## src/dbgst_cfg.svh

```systemverilog
// Offsets, field positions, reset values and codes of the debugger status block
`ifndef DBGST_CFG_SVH
`define DBGST_CFG_SVH

// ----------------------------------------------------------------
// Register byte offsets
// ----------------------------------------------------------------
`define DBGST_ADDR_W 4
`define DBGST_OFS_CONTROL 4'h0
`define DBGST_OFS_STATUS 4'h4

// ----------------------------------------------------------------
// Debug control register fields
// ----------------------------------------------------------------
`define DBGST_CTL_MODE_BIT 7
`define DBGST_CTL_BREAKPOINT_ENABLE_CONTROL_BIT 6
`define DBGST_CTL_ACK_BIT 5
`define DBGST_CTL_RST_BIT 0
`define DBGST_CTL_RESET 8'h00

// ----------------------------------------------------------------
// Debugger status register fields
// ----------------------------------------------------------------
`define DBGST_STAT_DEBUG_BIT 7
`define DBGST_STAT_HALT_BIT 6
`define DBGST_STAT_BYPASS_BIT 5
`define DBGST_STAT_RSVD_HI 4
`define DBGST_STAT_RSVD_LO 0
`define DBGST_STAT_RSVD_VAL 5'h00
`define DBGST_STAT_RESET 8'h00

// ----------------------------------------------------------------
// Bus widths and fixed answers
// ----------------------------------------------------------------
`define DBGST_DATA_W 32
`define DBGST_REG_W 8
`define DBGST_BE_W 4
`define DBGST_UNMAPPED_RDATA 32'h0000_0000
`define DBGST_ACK_CHAR 8'hff

`endif

```

## src/dbgst_pkg.sv

```systemverilog
// Types shared by the debugger status block
package dbgst_pkg;

    // Bus answer states, Gray coded along idle -> answer
    typedef enum logic [1:0] {
        DBGST_BUS_IDLE = 2'b00,
        DBGST_BUS_ANSWER = 2'b01
    } dbgst_bus_state_t;

endpackage

```

## src/dbgst_avmm_slave.sv

```systemverilog
// Avalon-MM slave front end: one wait cycle, registered read data and a write strobe
`timescale 1ns/100ps
`default_nettype none
`include "dbgst_cfg.svh"

module dbgst_avmm_slave
    import dbgst_pkg::*;
#(
    parameter int ADDR_W = `DBGST_ADDR_W,
    parameter int DATA_W = `DBGST_DATA_W
) (
    // Clock and reset
    input wire logic clk_in,
    input wire logic sys_rst_in,
    // Avalon-MM side
    input wire logic [ADDR_W-1:0] avs_address_in,
    input wire logic avs_read_in,
    input wire logic avs_write_in,
    input wire logic [DATA_W-1:0] avs_writedata_in,
    input wire logic [DATA_W/8-1:0] avs_byteenable_in,
    output logic [DATA_W-1:0] avs_readdata_out,
    output logic avs_waitrequest_out,
    // Register file side
    input wire logic [DATA_W-1:0] reg_rdata_in,
    output logic reg_wr_out,
    output logic [ADDR_W-1:0] reg_addr_out,
    output logic [DATA_W-1:0] reg_wdata_out,
    output logic [DATA_W/8-1:0] reg_be_out
);

    dbgst_bus_state_t state;
    dbgst_bus_state_t next_state;
    wire logic req = avs_read_in | avs_write_in;
    wire logic take = (state == DBGST_BUS_IDLE) && req;

    // Pass request fields straight to the register file
    assign reg_addr_out = avs_address_in;
    assign reg_wdata_out = avs_writedata_in;
    assign reg_be_out = avs_byteenable_in;
    // Write lands on the edge where the master sees waitrequest low
    assign reg_wr_out = (state == DBGST_BUS_ANSWER) && avs_write_in;

    // Next state
    always_comb begin
        case (state)
            DBGST_BUS_IDLE: next_state = take ? DBGST_BUS_ANSWER : DBGST_BUS_IDLE;
            DBGST_BUS_ANSWER: next_state = DBGST_BUS_IDLE;
            default: next_state = DBGST_BUS_IDLE;
        endcase
    end

    // State, waitrequest and read data registers
    always_ff @(posedge clk_in) begin
        if (sys_rst_in) begin
            state <= DBGST_BUS_IDLE;
            avs_waitrequest_out <= 1'b1;
            avs_readdata_out <= '0;
        end else begin
            state <= next_state;
            avs_waitrequest_out <= !take;
            if (take && avs_read_in) begin
                avs_readdata_out <= reg_rdata_in;
            end
        end
    end

endmodule
`default_nettype wire

```

## src/dbgst_status_reg.sv

```systemverilog
// Debugger status register: captures processor and protection state every cycle
`timescale 1ns/100ps
`default_nettype none
`include "dbgst_cfg.svh"

module dbgst_status_reg
    import dbgst_pkg::*;
#(
    parameter int REG_W = `DBGST_REG_W
) (
    // Clock and reset
    input wire logic clk_in,
    input wire logic sys_rst_in,
    // Live state
    input wire logic debug_mode_in,
    input wire logic halt_state_in,
    input wire logic protect_bypass_in,
    // Register value
    output logic [REG_W-1:0] status_out
);

    logic [REG_W-1:0] next_status;

    // Assemble the live value; software has no write path here
    always_comb begin
        next_status = `DBGST_STAT_RESET;
        next_status[`DBGST_STAT_DEBUG_BIT] = debug_mode_in;
        next_status[`DBGST_STAT_HALT_BIT] = halt_state_in;
        next_status[`DBGST_STAT_BYPASS_BIT] = protect_bypass_in;
        next_status[`DBGST_STAT_RSVD_HI:`DBGST_STAT_RSVD_LO] = `DBGST_STAT_RSVD_VAL;
    end

    // Zero after reset, then tracks state
    always_ff @(posedge clk_in) begin
        if (sys_rst_in) begin
            status_out <= `DBGST_STAT_RESET;
        end else begin
            status_out <= next_status;
        end
    end

endmodule
`default_nettype wire

```

## src/dbgst_top.sv

```systemverilog
// What this block does
// - Status bit 7 reads 1 in debug mode, 0 in normal mode.
// - Status bit 6 reads 1 while the processor sits in halt mode.
// - Status bit 5 reads 0 when read protect can restrict commands, else 1.
// - Bypassing read protect lifts all command restriction; bit 5 shows it.
// - Status bits 4 to 0 always read as zero.
// - Enabled breakpoint instruction sets debug mode; fetching stops while set.
// - Clearing debug mode restarts; under read protect only reset clears it.
//
// Chosen here: the placing of the registers and the Avalon-MM slave port.
`timescale 1ns/100ps
`default_nettype none
`include "dbgst_cfg.svh"

module dbgst_top
    import dbgst_pkg::*;
#(
    parameter int ADDR_W = `DBGST_ADDR_W,
    parameter int DATA_W = `DBGST_DATA_W,
    parameter int REG_W = `DBGST_REG_W
) (
    // Clock and reset
    input wire logic clk_in,
    input wire logic sys_rst_in,
    // Avalon-MM register bus
    input wire logic [ADDR_W-1:0] avs_address_in,
    input wire logic avs_read_in,
    input wire logic avs_write_in,
    input wire logic [DATA_W-1:0] avs_writedata_in,
    input wire logic [DATA_W/8-1:0] avs_byteenable_in,
    output logic [DATA_W-1:0] avs_readdata_out,
    output logic avs_waitrequest_out,
    // Processor state
    input wire logic breakpoint_instruction_in,
    input wire logic halt_state_in,
    // Flash protection options
    input wire logic flash_read_protect_option_in,
    input wire logic read_protect_bypass_flag_in,
    // Processor and debugger controls
    output logic fetch_stall_out,
    output logic restart_out,
    output logic command_restrict_out,
    output logic debug_ack_out,
    output logic [REG_W-1:0] debug_ack_char_out,
    output logic device_reset_req_out
);

    // ----------------------------------------------------------------
    // Declarations
    // ----------------------------------------------------------------
    logic reg_wr;
    logic [ADDR_W-1:0] reg_addr;
    logic [DATA_W-1:0] reg_wdata;
    logic [DATA_W/8-1:0] reg_be;
    logic [DATA_W-1:0] reg_rdata;
    logic [REG_W-1:0] status;
    logic debug_mode_control;
    logic breakpoint_enable_control;
    logic debug_ack_enable;
    logic next_debug_mode_control;
    logic next_breakpoint_enable_control;
    logic next_debug_ack_enable;

    // ----------------------------------------------------------------
    // Bus front end
    // ----------------------------------------------------------------
    dbgst_avmm_slave #(
        .ADDR_W(ADDR_W),
        .DATA_W(DATA_W)
    ) u_slave (
        .clk_in(clk_in),
        .sys_rst_in(sys_rst_in),
        .avs_address_in(avs_address_in),
        .avs_read_in(avs_read_in),
        .avs_write_in(avs_write_in),
        .avs_writedata_in(avs_writedata_in),
        .avs_byteenable_in(avs_byteenable_in),
        .avs_readdata_out(avs_readdata_out),
        .avs_waitrequest_out(avs_waitrequest_out),
        .reg_rdata_in(reg_rdata),
        .reg_wr_out(reg_wr),
        .reg_addr_out(reg_addr),
        .reg_wdata_out(reg_wdata),
        .reg_be_out(reg_be)
    );

    // ----------------------------------------------------------------
    // Protection and decode
    // ----------------------------------------------------------------

    // Protect only counts while it is not bypassed
    wire logic protect_bypassed = read_protect_bypass_flag_in || !flash_read_protect_option_in;
    wire logic protect_active = !protect_bypassed;
    // Address decode; status has no write select at all
    wire logic sel_control = (reg_addr == `DBGST_OFS_CONTROL);
    wire logic sel_status = (reg_addr == `DBGST_OFS_STATUS);
    wire logic ctl_wr = reg_wr && sel_control && reg_be[0];
    wire logic [REG_W-1:0] ctl_wbyte = reg_wdata[REG_W-1:0];
    // Breakpoint hit only counts when breakpoints are enabled
    wire logic bp_hit = breakpoint_instruction_in && breakpoint_enable_control;
    // Software clear of debug mode, refused under active protect
    wire logic mode_clear_req = ctl_wr && !ctl_wbyte[`DBGST_CTL_MODE_BIT];
    wire logic mode_clear_ok = mode_clear_req && !protect_active;
    wire logic mode_set_req = ctl_wr && ctl_wbyte[`DBGST_CTL_MODE_BIT];
    wire logic reset_req = ctl_wr && ctl_wbyte[`DBGST_CTL_RST_BIT];
    wire logic [REG_W-1:0] control_view = {debug_mode_control, breakpoint_enable_control, debug_ack_enable,
                                          {(REG_W-3){1'b0}}};

    // Read mux, unmapped addresses read zero
    assign reg_rdata = sel_control ? {{(DATA_W-REG_W){1'b0}}, control_view} :
                       sel_status ? {{(DATA_W-REG_W){1'b0}}, status} :
                       `DBGST_UNMAPPED_RDATA;

    // ----------------------------------------------------------------
    // Debug control next values
    // ----------------------------------------------------------------

    // Breakpoint set wins over a clear in the same cycle
    always_comb begin
        next_debug_mode_control = debug_mode_control;
        if (bp_hit || mode_set_req) begin
            next_debug_mode_control = 1'b1;
        end else if (mode_clear_ok) begin
            next_debug_mode_control = 1'b0;
        end
        next_breakpoint_enable_control = ctl_wr ? ctl_wbyte[`DBGST_CTL_BREAKPOINT_ENABLE_CONTROL_BIT] : breakpoint_enable_control;
        next_debug_ack_enable = ctl_wr ? ctl_wbyte[`DBGST_CTL_ACK_BIT] : debug_ack_enable;
    end

    // Control register flops
    always_ff @(posedge clk_in) begin
        if (sys_rst_in) begin
            debug_mode_control <= 1'(`DBGST_CTL_RESET >> `DBGST_CTL_MODE_BIT);
            breakpoint_enable_control <= 1'b0;
            debug_ack_enable <= 1'b0;
        end else begin
            debug_mode_control <= next_debug_mode_control;
            breakpoint_enable_control <= next_breakpoint_enable_control;
            debug_ack_enable <= next_debug_ack_enable;
        end
    end

    // ----------------------------------------------------------------
    // Processor and debugger outputs
    // ----------------------------------------------------------------

    // All outputs registered; stall and restart from the next debug mode value, the rest from current values
    always_ff @(posedge clk_in) begin
        if (sys_rst_in) begin
            fetch_stall_out <= 1'b0;
            restart_out <= 1'b0;
            command_restrict_out <= 1'b0;
            debug_ack_out <= 1'b0;
            debug_ack_char_out <= '0;
            device_reset_req_out <= 1'b0;
        end else begin
            fetch_stall_out <= next_debug_mode_control;
            restart_out <= debug_mode_control && !next_debug_mode_control;
            command_restrict_out <= protect_active;
            debug_ack_out <= bp_hit && debug_ack_enable;
            debug_ack_char_out <= (bp_hit && debug_ack_enable) ? `DBGST_ACK_CHAR : '0;
            device_reset_req_out <= reset_req;
        end
    end

    // ----------------------------------------------------------------
    // Status register
    // ----------------------------------------------------------------
    dbgst_status_reg #(
        .REG_W(REG_W)
    ) u_status (
        .clk_in(clk_in),
        .sys_rst_in(sys_rst_in),
        .debug_mode_in(debug_mode_control),
        .halt_state_in(halt_state_in),
        .protect_bypass_in(protect_bypassed),
        .status_out(status)
    );

endmodule
`default_nettype wire

```

## config.mk

```make
export PLATFORM = sky130hd
export DESIGN_NAME = dbgst_top
export DESIGN_NICKNAME = d
export VERILOG_FILES = /design/src/dbgst_pkg.sv /design/src/dbgst_avmm_slave.sv /design/src/dbgst_status_reg.sv /design/src/dbgst_top.sv
export VERILOG_INCLUDE_DIRS = /design/src
export SDC_FILE = /design/constraint.sdc
export NUM_CORES = 1
export LEC_CHECK = 0
export ABC_AREA = 1
export BUFFER_PORTS_ARGS = -buffer_cell sky130_fd_sc_hd__buf_2
export CAP_MARGIN = 0
export CORE_UTILIZATION = 34
export CTS_CLUSTER_DIAMETER = 200
export DETAILED_ROUTE_END_ITERATION = 10
export PLACE_DENSITY = 0.79
export SYNTH_ARGS = -nofsm -noshare
export SYNTH_HDL_FRONTEND = slang
export SYNTH_SLANG_ARGS = --single-unit
```

## constraint.sdc

```tcl
create_clock -name clk_in -period 1.2 [get_ports clk_in]
set_clock_uncertainty 0.1 [all_clocks]
set_input_delay 0.06 -clock clk_in [delete_from_list [all_inputs] [get_ports clk_in]]
set_output_delay 0.06 -clock clk_in [all_outputs]
set_load 0.02 [all_outputs]
```

==> results.sh, run 1 <==
export IMPL_outcome="completed"
export IMPL_r2r_slack_ns=0.12
export IMPL_postLayoutCoreUtil_pct=42.3
export IMPL_cts_root_buf="clkbuf_4"
export IMPL_drc=0
export IMPL_synth_top_flop_cell="dfxtp_1"
export IMPL_antenna_found_initial=0
export IMPL_synth_seq_cells=15
export IMPL_dp_slack_ns=0.120
export IMPL_synth_async_sr_flop_share_pct=0
export IMPL_gr_usage_met1_pct=12.8
export IMPL_synth_seq_area_share_pct=33.9
export IMPL_yosysMostFrequentCell="buf_4"
export IMPL_hold_viol=0
export IMPL_crit_path_end_kind="register"
export IMPL_htreeDepth=1
export IMPL_p_leak_nw=0.616
export IMPL_syn_inst=112
export IMPL_grt_max_degree=12
export IMPL_clock_sinks=15
export IMPL_setup_tns_final_ns=0
export IMPL_post_route_cells_drive_above_1_share_pct=30.7
export IMPL_grt_busiest_layer="met2"
export IMPL_layout_min_cycle_time_ns=1.10
export IMPL_ant_nets=0
export IMPL_cts_tree="yes"
export IMPL_power_density_nw_per_um2=1000
export IMPL_grt_usage_pct=11.1
export IMPL_slew_viol_final=0
export IMPL_crit_type="in2reg"
export IMPL_fmax_mhz=913
export IMPL_synth_edf_count=0
export IMPL_holdWs_ns=0.0347
export IMPL_dr_pass1_iters=4
export IMPL_fin_crit_sh_pct=91.3
export IMPL_ir_worst_vdd_mv=0.797
export IMPL_core_area_sq_um=2480
export IMPL_numCtsBuffers=3
export IMPL_rsz0062_at_grt="false"
export IMPL_start_util_pct=35.8
export IMPL_die_h_microns=53.1
export IMPL_syn_area_per_cell_sq_um=7.92
export IMPL_timing_rr_end="debug_ack_enable"
export IMPL_layout_nets=199
export IMPL_synth_commonest_cells="37 x buf_4, 15 x dfxtp_1, 14 x inv_1, 14 x nor2_1"
export IMPL_worst_skew_pair_late_latency_ns=0.30
export IMPL_gr_total_overflow=0
export IMPL_fillerInstances=261
export IMPL_grt_pass1_wl_microns=2210
export IMPL_wl_per_cell_microns=8.31
export IMPL_yosysTopAreaCell="dfxtp_1"
export IMPL_routed_wl_microns=1500
export IMPL_critPathLaunchType="primary input"
export IMPL_path_max_fanout=5
export IMPL_cts_resized=0
export IMPL_multi_input_area_sq_um=357
export IMPL_diodes=0
export IMPL_clock_path_buffers=2
export IMPL_dp_hpwl_microns=1110
export IMPL_drt_initial_drc_count=10
export IMPL_synth_cell_type_count=19
export IMPL_worstHoldStart="avs_write_in"
export IMPL_hold_class="in2reg"
export IMPL_io_buffers=33
export IMPL_cp_arrival_ns=1.18
export IMPL_grt_pass1_vias=554
export IMPL_ios=94
export IMPL_use_met2_pct=18.8
export IMPL_setup_ws_ns=0.105
export IMPL_dieArea_sq_um=2820
export IMPL_yosys_warnings=0
export IMPL_max_cap_violations=0
export IMPL_gp_congestion=0.828
export IMPL_setup_viol=0
export IMPL_fp_row_count=18
export IMPL_reg2reg_from="u_slave.state[0]"
export IMPL_ff2ff_path_depth=5
export IMPL_hold_depth=5
export IMPL_regArea_sq_um=300
export IMPL_netlist_area_leader_share_pct=33.9
export IMPL_via_per_inst=3.73
export IMPL_synth_area_leaders="dfxtp_1 34%, buf_4 31%, inv_1 5.9%, nor2_1 5.9%, o21ai_0 2.8%"
export IMPL_use_met3_pct=2.87
export IMPL_crit_required_ns=1.29
export IMPL_clk_pin_slew_ns=0.10
export IMPL_min_to="device_reset_req_out"
export IMPL_syn2layout_area_growth_pct=18.1
export IMPL_die_w_microns=53.1
export IMPL_num_vias=671
export IMPL_syn_area_sq_um=887
[layer usage]
layer / vias to the layer above / wire, microns
met4: 0 / 18
met3: 2 / 126
met1: 277 / 621
li1: 353 / -
met2: 39 / 730
met5: - / 0
[how the worst max path moves through the flow]
stage / start / end / cells after the start
after floorplan: u_slave.state[0] / u_slave.avs_readdata_out[5] / 4
after global placement: u_slave.state[0] / debug_ack_enable / 5
after detailed placement: u_slave.state[0] / debug_ack_enable / 5
after CTS: debug_ack_char_out[6] / debug_ack_char_out[5] / 1
after global routing: avs_read_in / u_slave.avs_readdata_out[7] / 8
final: avs_read_in / u_slave.avs_readdata_out[5] / 9
[registers in the layout, summed over array words and instances, names as in the netlist]
signal / cells
fetch_stall_out: 1
restart_out: 1
u_slave.avs_waitrequest_out: 1
device_reset_req_out: 1
u_status.status_out: 3
u_slave.state: 1
command_restrict_out: 1
debug_ack_enable: 1
debug_ack_char_out: 1
breakpoint_enable_control: 1
u_slave.avs_readdata_out: 3
[cell families after synthesis]
family	count (synthesis)	synth area share [%]
other	1	0.423
AND/OR/NAND/NOR	34	22.0
AO/OA/AOI/OAI	10	5.92
buffers and inverters	52	37.8
flip-flops	15	33.9
[cell usage in the layout, fill, tap and decap left out, drive strengths merged]
master       netlist  layout
a21oi              4       4
buf               38      34
clkbuf             0       3
clkinv             0       1
conb               1      29
dfxtp             15      15
dlygate4sd3        0      10
inv               14      14
nand2              8       8
nand3              3       3
nand4              3       3
nor2              18      18
nor3               2       2
o211ai             1       1
o21ai              5       5
[critical path: stages]
cell           delay, ns
dlygate4sd3_1       0.53
buf_2               0.12
inv_1               0.04
nor2_1              0.03
buf_4               0.15
nor2_1              0.09
nor2_1              0.04
o21ai_0             0.07
inv_1               0.05
[through the flow]
stage                     cells  area (sq um)  power, mW
final                       180          1050       1.05
after CTS                   180          1050       1.05
after detailed placement    166           920      0.729
after floorplan             140           992      0.746
after global routing        180          1050       1.09
after global placement      166           920      0.727
[power breakdown]
group          switching [mW]  leakage [nW]  internal, mW  total (mW)
Combinational           0.152         0.476        0.0677       0.219
Sequential            0.00897         0.123         0.516       0.525
Clock                   0.179        0.0177         0.124       0.303
Total                   0.340         0.616         0.708        1.05
[final cells by class]
type                    instances  share of cell area [%]
clock buffers                   3                    2.15
clock inverters                 1                   0.478
inverters                      14                    5.02
multi-input cells              73                    34.1
flip-flops and latches         15                    28.7
well taps                      30                    3.58
repair buffers                 44                    26.0
[what timing repair did]
action                                 4_1_cts  5_1_grt
hold buffers                                10        0
endpoints found under the hold margin       11        0
setup buffers                                0        0
Note: power is estimated with default switching activity, not from simulation.
==> run 2, diff against run 1 <==
--- a/config.mk
+++ b/config.mk
@@ -6,13 +6,13 @@
 export SDC_FILE = /design/constraint.sdc
 export NUM_CORES = 1
 export LEC_CHECK = 0
-export ABC_AREA = 1
+export ABC_AREA = 0
 export BUFFER_PORTS_ARGS = -buffer_cell sky130_fd_sc_hd__buf_2
 export CAP_MARGIN = 0
 export CORE_UTILIZATION = 34
 export CTS_CLUSTER_DIAMETER = 200
 export DETAILED_ROUTE_END_ITERATION = 10
-export PLACE_DENSITY = 0.79
+export PLACE_DENSITY = 0.8
 export SYNTH_ARGS = -nofsm -noshare
 export SYNTH_HDL_FRONTEND = slang
 export SYNTH_SLANG_ARGS = --single-unit
==> results.sh, run 2 <==
export IMPL_drt_initial_drc_count=4
export IMPL_layout_min_cycle_time_ns=1.13
export IMPL_dieArea_sq_um=2740
export IMPL_syn_inst=95
export IMPL_regArea_sq_um=302
export IMPL_die_h_microns=52.4
export IMPL_power_density_nw_per_um2=965
export IMPL_outcome="completed"
export IMPL_grt_max_degree=15
export IMPL_ios=94
export IMPL_crit_required_ns=1.30
export IMPL_synth_area_leaders="dfxtp_1 35%, buf_4 32%, mux2_1 3.9%, nand3_1 3.5%, a21oi_1 2.9%"
export IMPL_dp_hpwl_microns=1190
export IMPL_routed_wl_microns=1510
export IMPL_cpPeakStageDelay_ns=0.36
export IMPL_post_dp_cell_area_sq_um=895
export IMPL_ir_worst_vdd_mv=0.534
export IMPL_yosysMostFrequentCell="buf_4"
export IMPL_fillerInstances=225
export IMPL_synth_commonest_cells="37 x buf_4, 15 x dfxtp_1, 6 x nand3_1"
export IMPL_path_max_fanout=5
export IMPL_p_leak_nw=0.508
export IMPL_grt_pass1_vias=610
export IMPL_cts_tree="yes"
export IMPL_worstPathCellList="and4b_2 > nand2_2 > nor4_2"
export IMPL_post_route_cells_drive_above_1_share_pct=36.1
export IMPL_synth_seq_cells=15
export IMPL_layout_commonest_cell="buf_2"
export IMPL_grt_usage_pct=11.6
export IMPL_core_area_sq_um=2300
export IMPL_syn2layout_area_growth_pct=18.4
export IMPL_cts_root_buf="clkbuf_4"
export IMPL_hold_class="in2reg"
export IMPL_critPathLaunchType="register"
export IMPL_wl_met3_microns=152
export IMPL_drc=0
export IMPL_hold_viol=0
export IMPL_clk_pin_slew_ns=0.09
export IMPL_htreeDepth=1
export IMPL_ant_nets=0
export IMPL_worst_skew_pair_late_latency_ns=0.28
export IMPL_layout_nets=182
export IMPL_max_cap_violations=0
export IMPL_cp_slowest_cell="dfxtp_2"
export IMPL_clock_path_buffers=2
export IMPL_gp_congestion=0.756
export IMPL_syn_area_sq_um=863
export IMPL_synth_async_sr_flop_share_pct=0
export IMPL_wl_per_cell_microns=9.35
export IMPL_wl_met2_microns=752
export IMPL_cp_arrival_ns=1.23
export IMPL_design_area_sq_um=1020
export IMPL_setup_tns_final_ns=0
export IMPL_fp_row_count=17
export IMPL_final_cell_mix="33 x buf_2, 29 x conb_1, 14 x dfxtp_1, 9 x dlygate4sd3_1, 6 x nand3_1"
export IMPL_start_util_pct=37.6
export IMPL_numCtsBuffers=3
export IMPL_synth_cell_type_count=26
export IMPL_top_layer="met4"
export IMPL_crit_family="simple AND/OR/NAND/NOR gates"
export IMPL_netlist_area_leader_share_pct=34.8
export IMPL_slew_viol_final=0
export IMPL_gr_total_overflow=0
export IMPL_rsz0062_at_grt="false"
export IMPL_crit_type="reg2reg"
export IMPL_dr_pass1_iters=4
export IMPL_via_per_inst=4.21
export IMPL_fin_crit_sh_pct=94.4
export IMPL_io_buffers=33
export IMPL_reg_largest_list="u_slave.avs_readdata_out x3, u_status.status_out x3"
export IMPL_syn_area_per_cell_sq_um=9.09
export IMPL_diodes=0
export IMPL_yosysTopAreaCell="dfxtp_1"
export IMPL_fmax_mhz=882
export IMPL_clock_sinks=15
export IMPL_synth_edf_count=0
export IMPL_crit_path_end_kind="register"
export IMPL_yosys_warnings=0
export IMPL_m1WireLength_microns=578
export IMPL_antenna_found_initial=0
export IMPL_worst_path_buf_inv=0
export IMPL_setup_viol=0
export IMPL_num_vias=678
export IMPL_synth_top_flop_cell="dfxtp_1"
export IMPL_multi_input_area_sq_um=384
export IMPL_die_w_microns=52.4
export IMPL_synth_seq_area_share_pct=34.8
export IMPL_grt_pass1_wl_microns=2310
==> run 2: changes by cell type after synthesis, moves of 2 or more <==
cell,change
nor2b_1,+4
inv_1,-13
o21ai_1,+2
o21ai_0,-5
mux2_1,+3
nor2_2,-2
nand3_1,+4
nor3_1,-2
nor2_1,-12
nand4_1,-3
==> run 2: power by group <==
| group | total, mW | switching [mW] | internal, mW |
|---|---|---|---|
| logic | 0.188 | 0.128 | 0.0601 |
| clock network | 0.284 | 0.160 | 0.124 |
| registers | 0.514 | 0.00502 | 0.509 |
==> run 2: cell type report <==
| type | count | area share (%) |
|---|---|---|
| flip-flops and latches | 15 | 29.5 |
| well taps | 28 | 3.43 |
| repair buffers | 44 | 26.4 |
| inverters | 1 | 0.367 |
| clock inverters | 1 | 0.490 |
| clock buffers | 3 | 2.20 |
| multi-input cells | 69 | 37.6 |
==> run 2: kinds of logic (layout without fill, tap and decap cells) <==
kind of cell    after synthesis  in the layout  share of synthesized area (%)
simple gates                 27             27                           20.7
other cells                   1             29                          0.434
flops                        15             15                           34.8
compound gates               10             10                           7.10
mux                           3              3                           3.91
buf+inv                      39             49                           33.0
==> run 2: metrics by stage <==
step / hold WS [ns] / setup slack [ns] / total power, mW / cells / utilization [%]
2_1_floorplan: 0.0316 / 0.136 / 0.716 / 123 / -
3_3_place_gp: 0.182 / 0.0760 / 0.686 / 147 / 38.9
3_5_place_dp: 0.181 / -0.00279 / 0.688 / 147 / 38.9
4_1_cts: 0.0139 / 0.00635 / 0.991 / 160 / 44.1
5_1_grt: 0.0290 / 0.00255 / 1.04 / 161 / 44.5
6_report: 0.0205 / 0.0666 / 0.986 / 161 / 44.5
==> run 2: final timing paths <==
kind	start	to	slack, ns	cells past startpoint
worst min-delay path	sys_rst_in	u_status.status_out[5]	0.02	2
worst min register to register	u_slave.avs_readdata_out[7]	u_slave.avs_readdata_out[7]	0.36	2
worst max-delay path	u_slave.state[0]	restart_out	0.07	3
worst max register to register	u_slave.state[0]	restart_out	0.07	3
==> run 2: worst reg2reg max path: cells and delay by family (launching register included) <==
family,cells,cell delay (ns)
simple gates,3,0.59
flops,1,0.36
==> run 2: timing repair <==
action / in CTS / in global routing
pin swaps: 0 / 1
endpoints found under the hold margin: 11 / 0
endpoints found under the setup margin: 2 / 2
hold buffers: 9 / 0
gates resized for setup: 1 / 1
buffers inserted: 0 / 1
==> run 2: per-layer routing <==
layer | global-route usage [%] | vias to the layer above
li1 | - | 327
met1 | 11.2 | 301
met2 | 20.3 | 46
met3 | 3.48 | 4
met4 | 9.21 | 0
met5 | 0 | -
==> run 3, diff against run 2 <==
--- a/config.mk
+++ b/config.mk
@@ -6,13 +6,13 @@
 export SDC_FILE = /design/constraint.sdc
 export NUM_CORES = 1
 export LEC_CHECK = 0
-export ABC_AREA = 0
+export ABC_AREA = 1
 export BUFFER_PORTS_ARGS = -buffer_cell sky130_fd_sc_hd__buf_2
 export CAP_MARGIN = 0
 export CORE_UTILIZATION = 34
 export CTS_CLUSTER_DIAMETER = 200
 export DETAILED_ROUTE_END_ITERATION = 10
-export PLACE_DENSITY = 0.8
+export PLACE_DENSITY = 0.79
 export SYNTH_ARGS = -nofsm -noshare
 export SYNTH_HDL_FRONTEND = slang
 export SYNTH_SLANG_ARGS = --single-unit
==> constraint.sdc (replaced) <==
create_clock -name clk_in -period 1.2 [get_ports clk_in]
set_clock_uncertainty 0.1 [all_clocks]
set_input_delay 0.06 -clock clk_in [delete_from_list [all_inputs] [get_ports clk_in]]
set_output_delay 0.06 -clock clk_in [all_outputs]
set_load 0.05 [all_outputs]
==> results.sh, run 3 (synthesis results as in run 1) <==
export IMPL_outcome="completed"
export IMPL_cts_tree="yes"
export IMPL_routed_wl_microns=1500
export IMPL_reg_largest_list="u_slave.avs_readdata_out x3, u_status.status_out x3"
export IMPL_drc=0
export IMPL_ir_worst_vdd_mv=0.863
export IMPL_hold_class="in2reg"
export IMPL_worstPathCellList="buf_2"
export IMPL_fp_row_count=18
export IMPL_dp_hpwl_microns=1110
export IMPL_design_area_sq_um=1070
export IMPL_layout_min_cycle_time_ns=1.12
export IMPL_io_buffers=33
export IMPL_cts_root_buf="clkbuf_4"
export IMPL_path_max_fanout=3
export IMPL_finalPower_mw=1.19
export IMPL_crit_path_end_kind="primary output"
export IMPL_antenna_found_initial=0
export IMPL_fmax_mhz=891
export IMPL_die_h_microns=53.1
export IMPL_dp_slack_ns=0.120
export IMPL_gp_congestion=0.828
export IMPL_grt_usage_pct=11.1
export IMPL_layout_commonest_cell="conb_1"
export IMPL_drt_initial_drc_count=10
export IMPL_p_leak_nw=0.610
export IMPL_cp_slowest_cell="dfxtp_1"
export IMPL_post_cts_buffers=0
export IMPL_htreeDepth=1
export IMPL_ios=94
export IMPL_via_per_inst=3.73
export IMPL_crit_family="flip-flops"
export IMPL_fin_crit_sh_pct=93.5
export IMPL_critPathLaunchType="register"
export IMPL_cpPeakStageDelay_ns=0.38
export IMPL_worst_path_buf_inv=1
export IMPL_clk_pin_slew_ns=0.10
export IMPL_post_dp_cell_area_sq_um=920
export IMPL_max_cap_violations=0
export IMPL_gr_total_overflow=0
export IMPL_num_vias=672
export IMPL_setup_ws_ns=0.0780
export IMPL_hold_viol=0
export IMPL_cp_arrival_ns=0.96
export IMPL_post_route_cells_drive_above_1_share_pct=31.3
export IMPL_slew_viol_final=0
export IMPL_rsz0062_at_grt="false"
export IMPL_numCtsBuffers=3
export IMPL_syn2layout_area_growth_pct=20.7
export IMPL_fillerInstances=256
export IMPL_wl_per_cell_microns=8.31
export IMPL_crit_type="reg2out"
export IMPL_grt_max_degree=12
export IMPL_dieArea_sq_um=2820
export IMPL_ant_nets=0
export IMPL_die_w_microns=53.1
export IMPL_start_util_pct=35.8
export IMPL_core_area_sq_um=2480
export IMPL_clock_sinks=15
export IMPL_crit_required_ns=1.04
export IMPL_layout_nets=199
export IMPL_dr_pass1_iters=4
export IMPL_clock_path_buffers=2
export IMPL_power_density_nw_per_um2=1110
export IMPL_final_cell_mix="29 x conb_1, 24 x buf_2, 14 x inv_1, 14 x nor2_1, 14 x dfxtp_1"
export IMPL_worst_skew_pair_late_latency_ns=0.30
export IMPL_diodes=0
export IMPL_grt_pass1_vias=554
export IMPL_setup_viol=0
export IMPL_grt_pass1_wl_microns=2210
## run 3: cell types whose count changed in the layout (fill, tap and decap cells not counted), moves of 3 or more
cell      change
nand3_1       -4
mux2_1        -3
nand4_1       +3
clkbuf_4      +9
o21ai_0       +5
nor2b_1       -4
inv_1        +13
nor2_1       +12
buf_2         -9
## run 3: path summary, 6_finish.rpt
kind / startpoint / end / slack, ns / cells after the start
max reg2reg: u_slave.state[0] / debug_ack_enable / 0.12 / 5
max: fetch_stall_out / fetch_stall_out / 0.08 / 1
min reg2reg: debug_ack_enable / debug_ack_char_out[6] / 0.37 / 2
min: avs_write_in / device_reset_req_out / 0.03 / 5
## run 3: tightest hold or removal path, stage by stage
cell	delay, ns
buf_2	0.12
nand3_4	0.08
nor2_8	0.05
nand2_1	0.05
nor2_1	0.03
## run 3: metrics by stage
step / instances / hold WS, ns / utilization (%) / TNS (ns)
finish: 180 / 0.0347 / 43.2 / 0
global route: 180 / 0.0530 / 43.2 / 0
CTS: 180 / 0.0347 / 42.3 / -0.106
detailed placement: 166 / 0.171 / 37.1 / 0
global placement: 166 / 0.157 / 37.1 / 0
floorplan: 140 / 0.0439 / - / 0
## run 3: power breakdown
part	switching (mW)	total (mW)	internal, mW	leakage (nW)
Clock	0.179	0.303	0.124	0.0177
Combinational	0.294	0.362	0.0678	0.469
Sequential	0.00897	0.525	0.516	0.123
Total	0.482	1.19	0.708	0.610
## run 3: repair_timing
| action | in CTS | in global routing |
|---|---|---|
| hold endpoints to repair | 11 | 0 |
| gates cloned | 0 | 0 |
| gates resized for setup | 0 | 10 |
| setup endpoints to repair | 9 | 9 |
| hold buffers | 10 | 0 |
## run 3: cell type report
class / count / area [sq um] / share of cell area [%]
clock inverters: 1 / 5.00 / 0.467
multi-input cells: 73 / 357 / 33.3
clock buffers: 3 / 22.5 / 2.10
inverters: 14 / 52.6 / 4.91
well taps: 30 / 37.5 / 3.50
flip-flops and latches: 15 / 302 / 28.2
repair buffers: 44 / 295 / 27.6
## run 3: metal layers
metal  vias up  part of all wire, %  GRT usage [%]
li1        353                    -              -
met1       278                   42           12.8
met2        39                   49           18.8
met3         2                  8.0           2.87
met4         0                  1.2           5.26
met5         -                    0              0
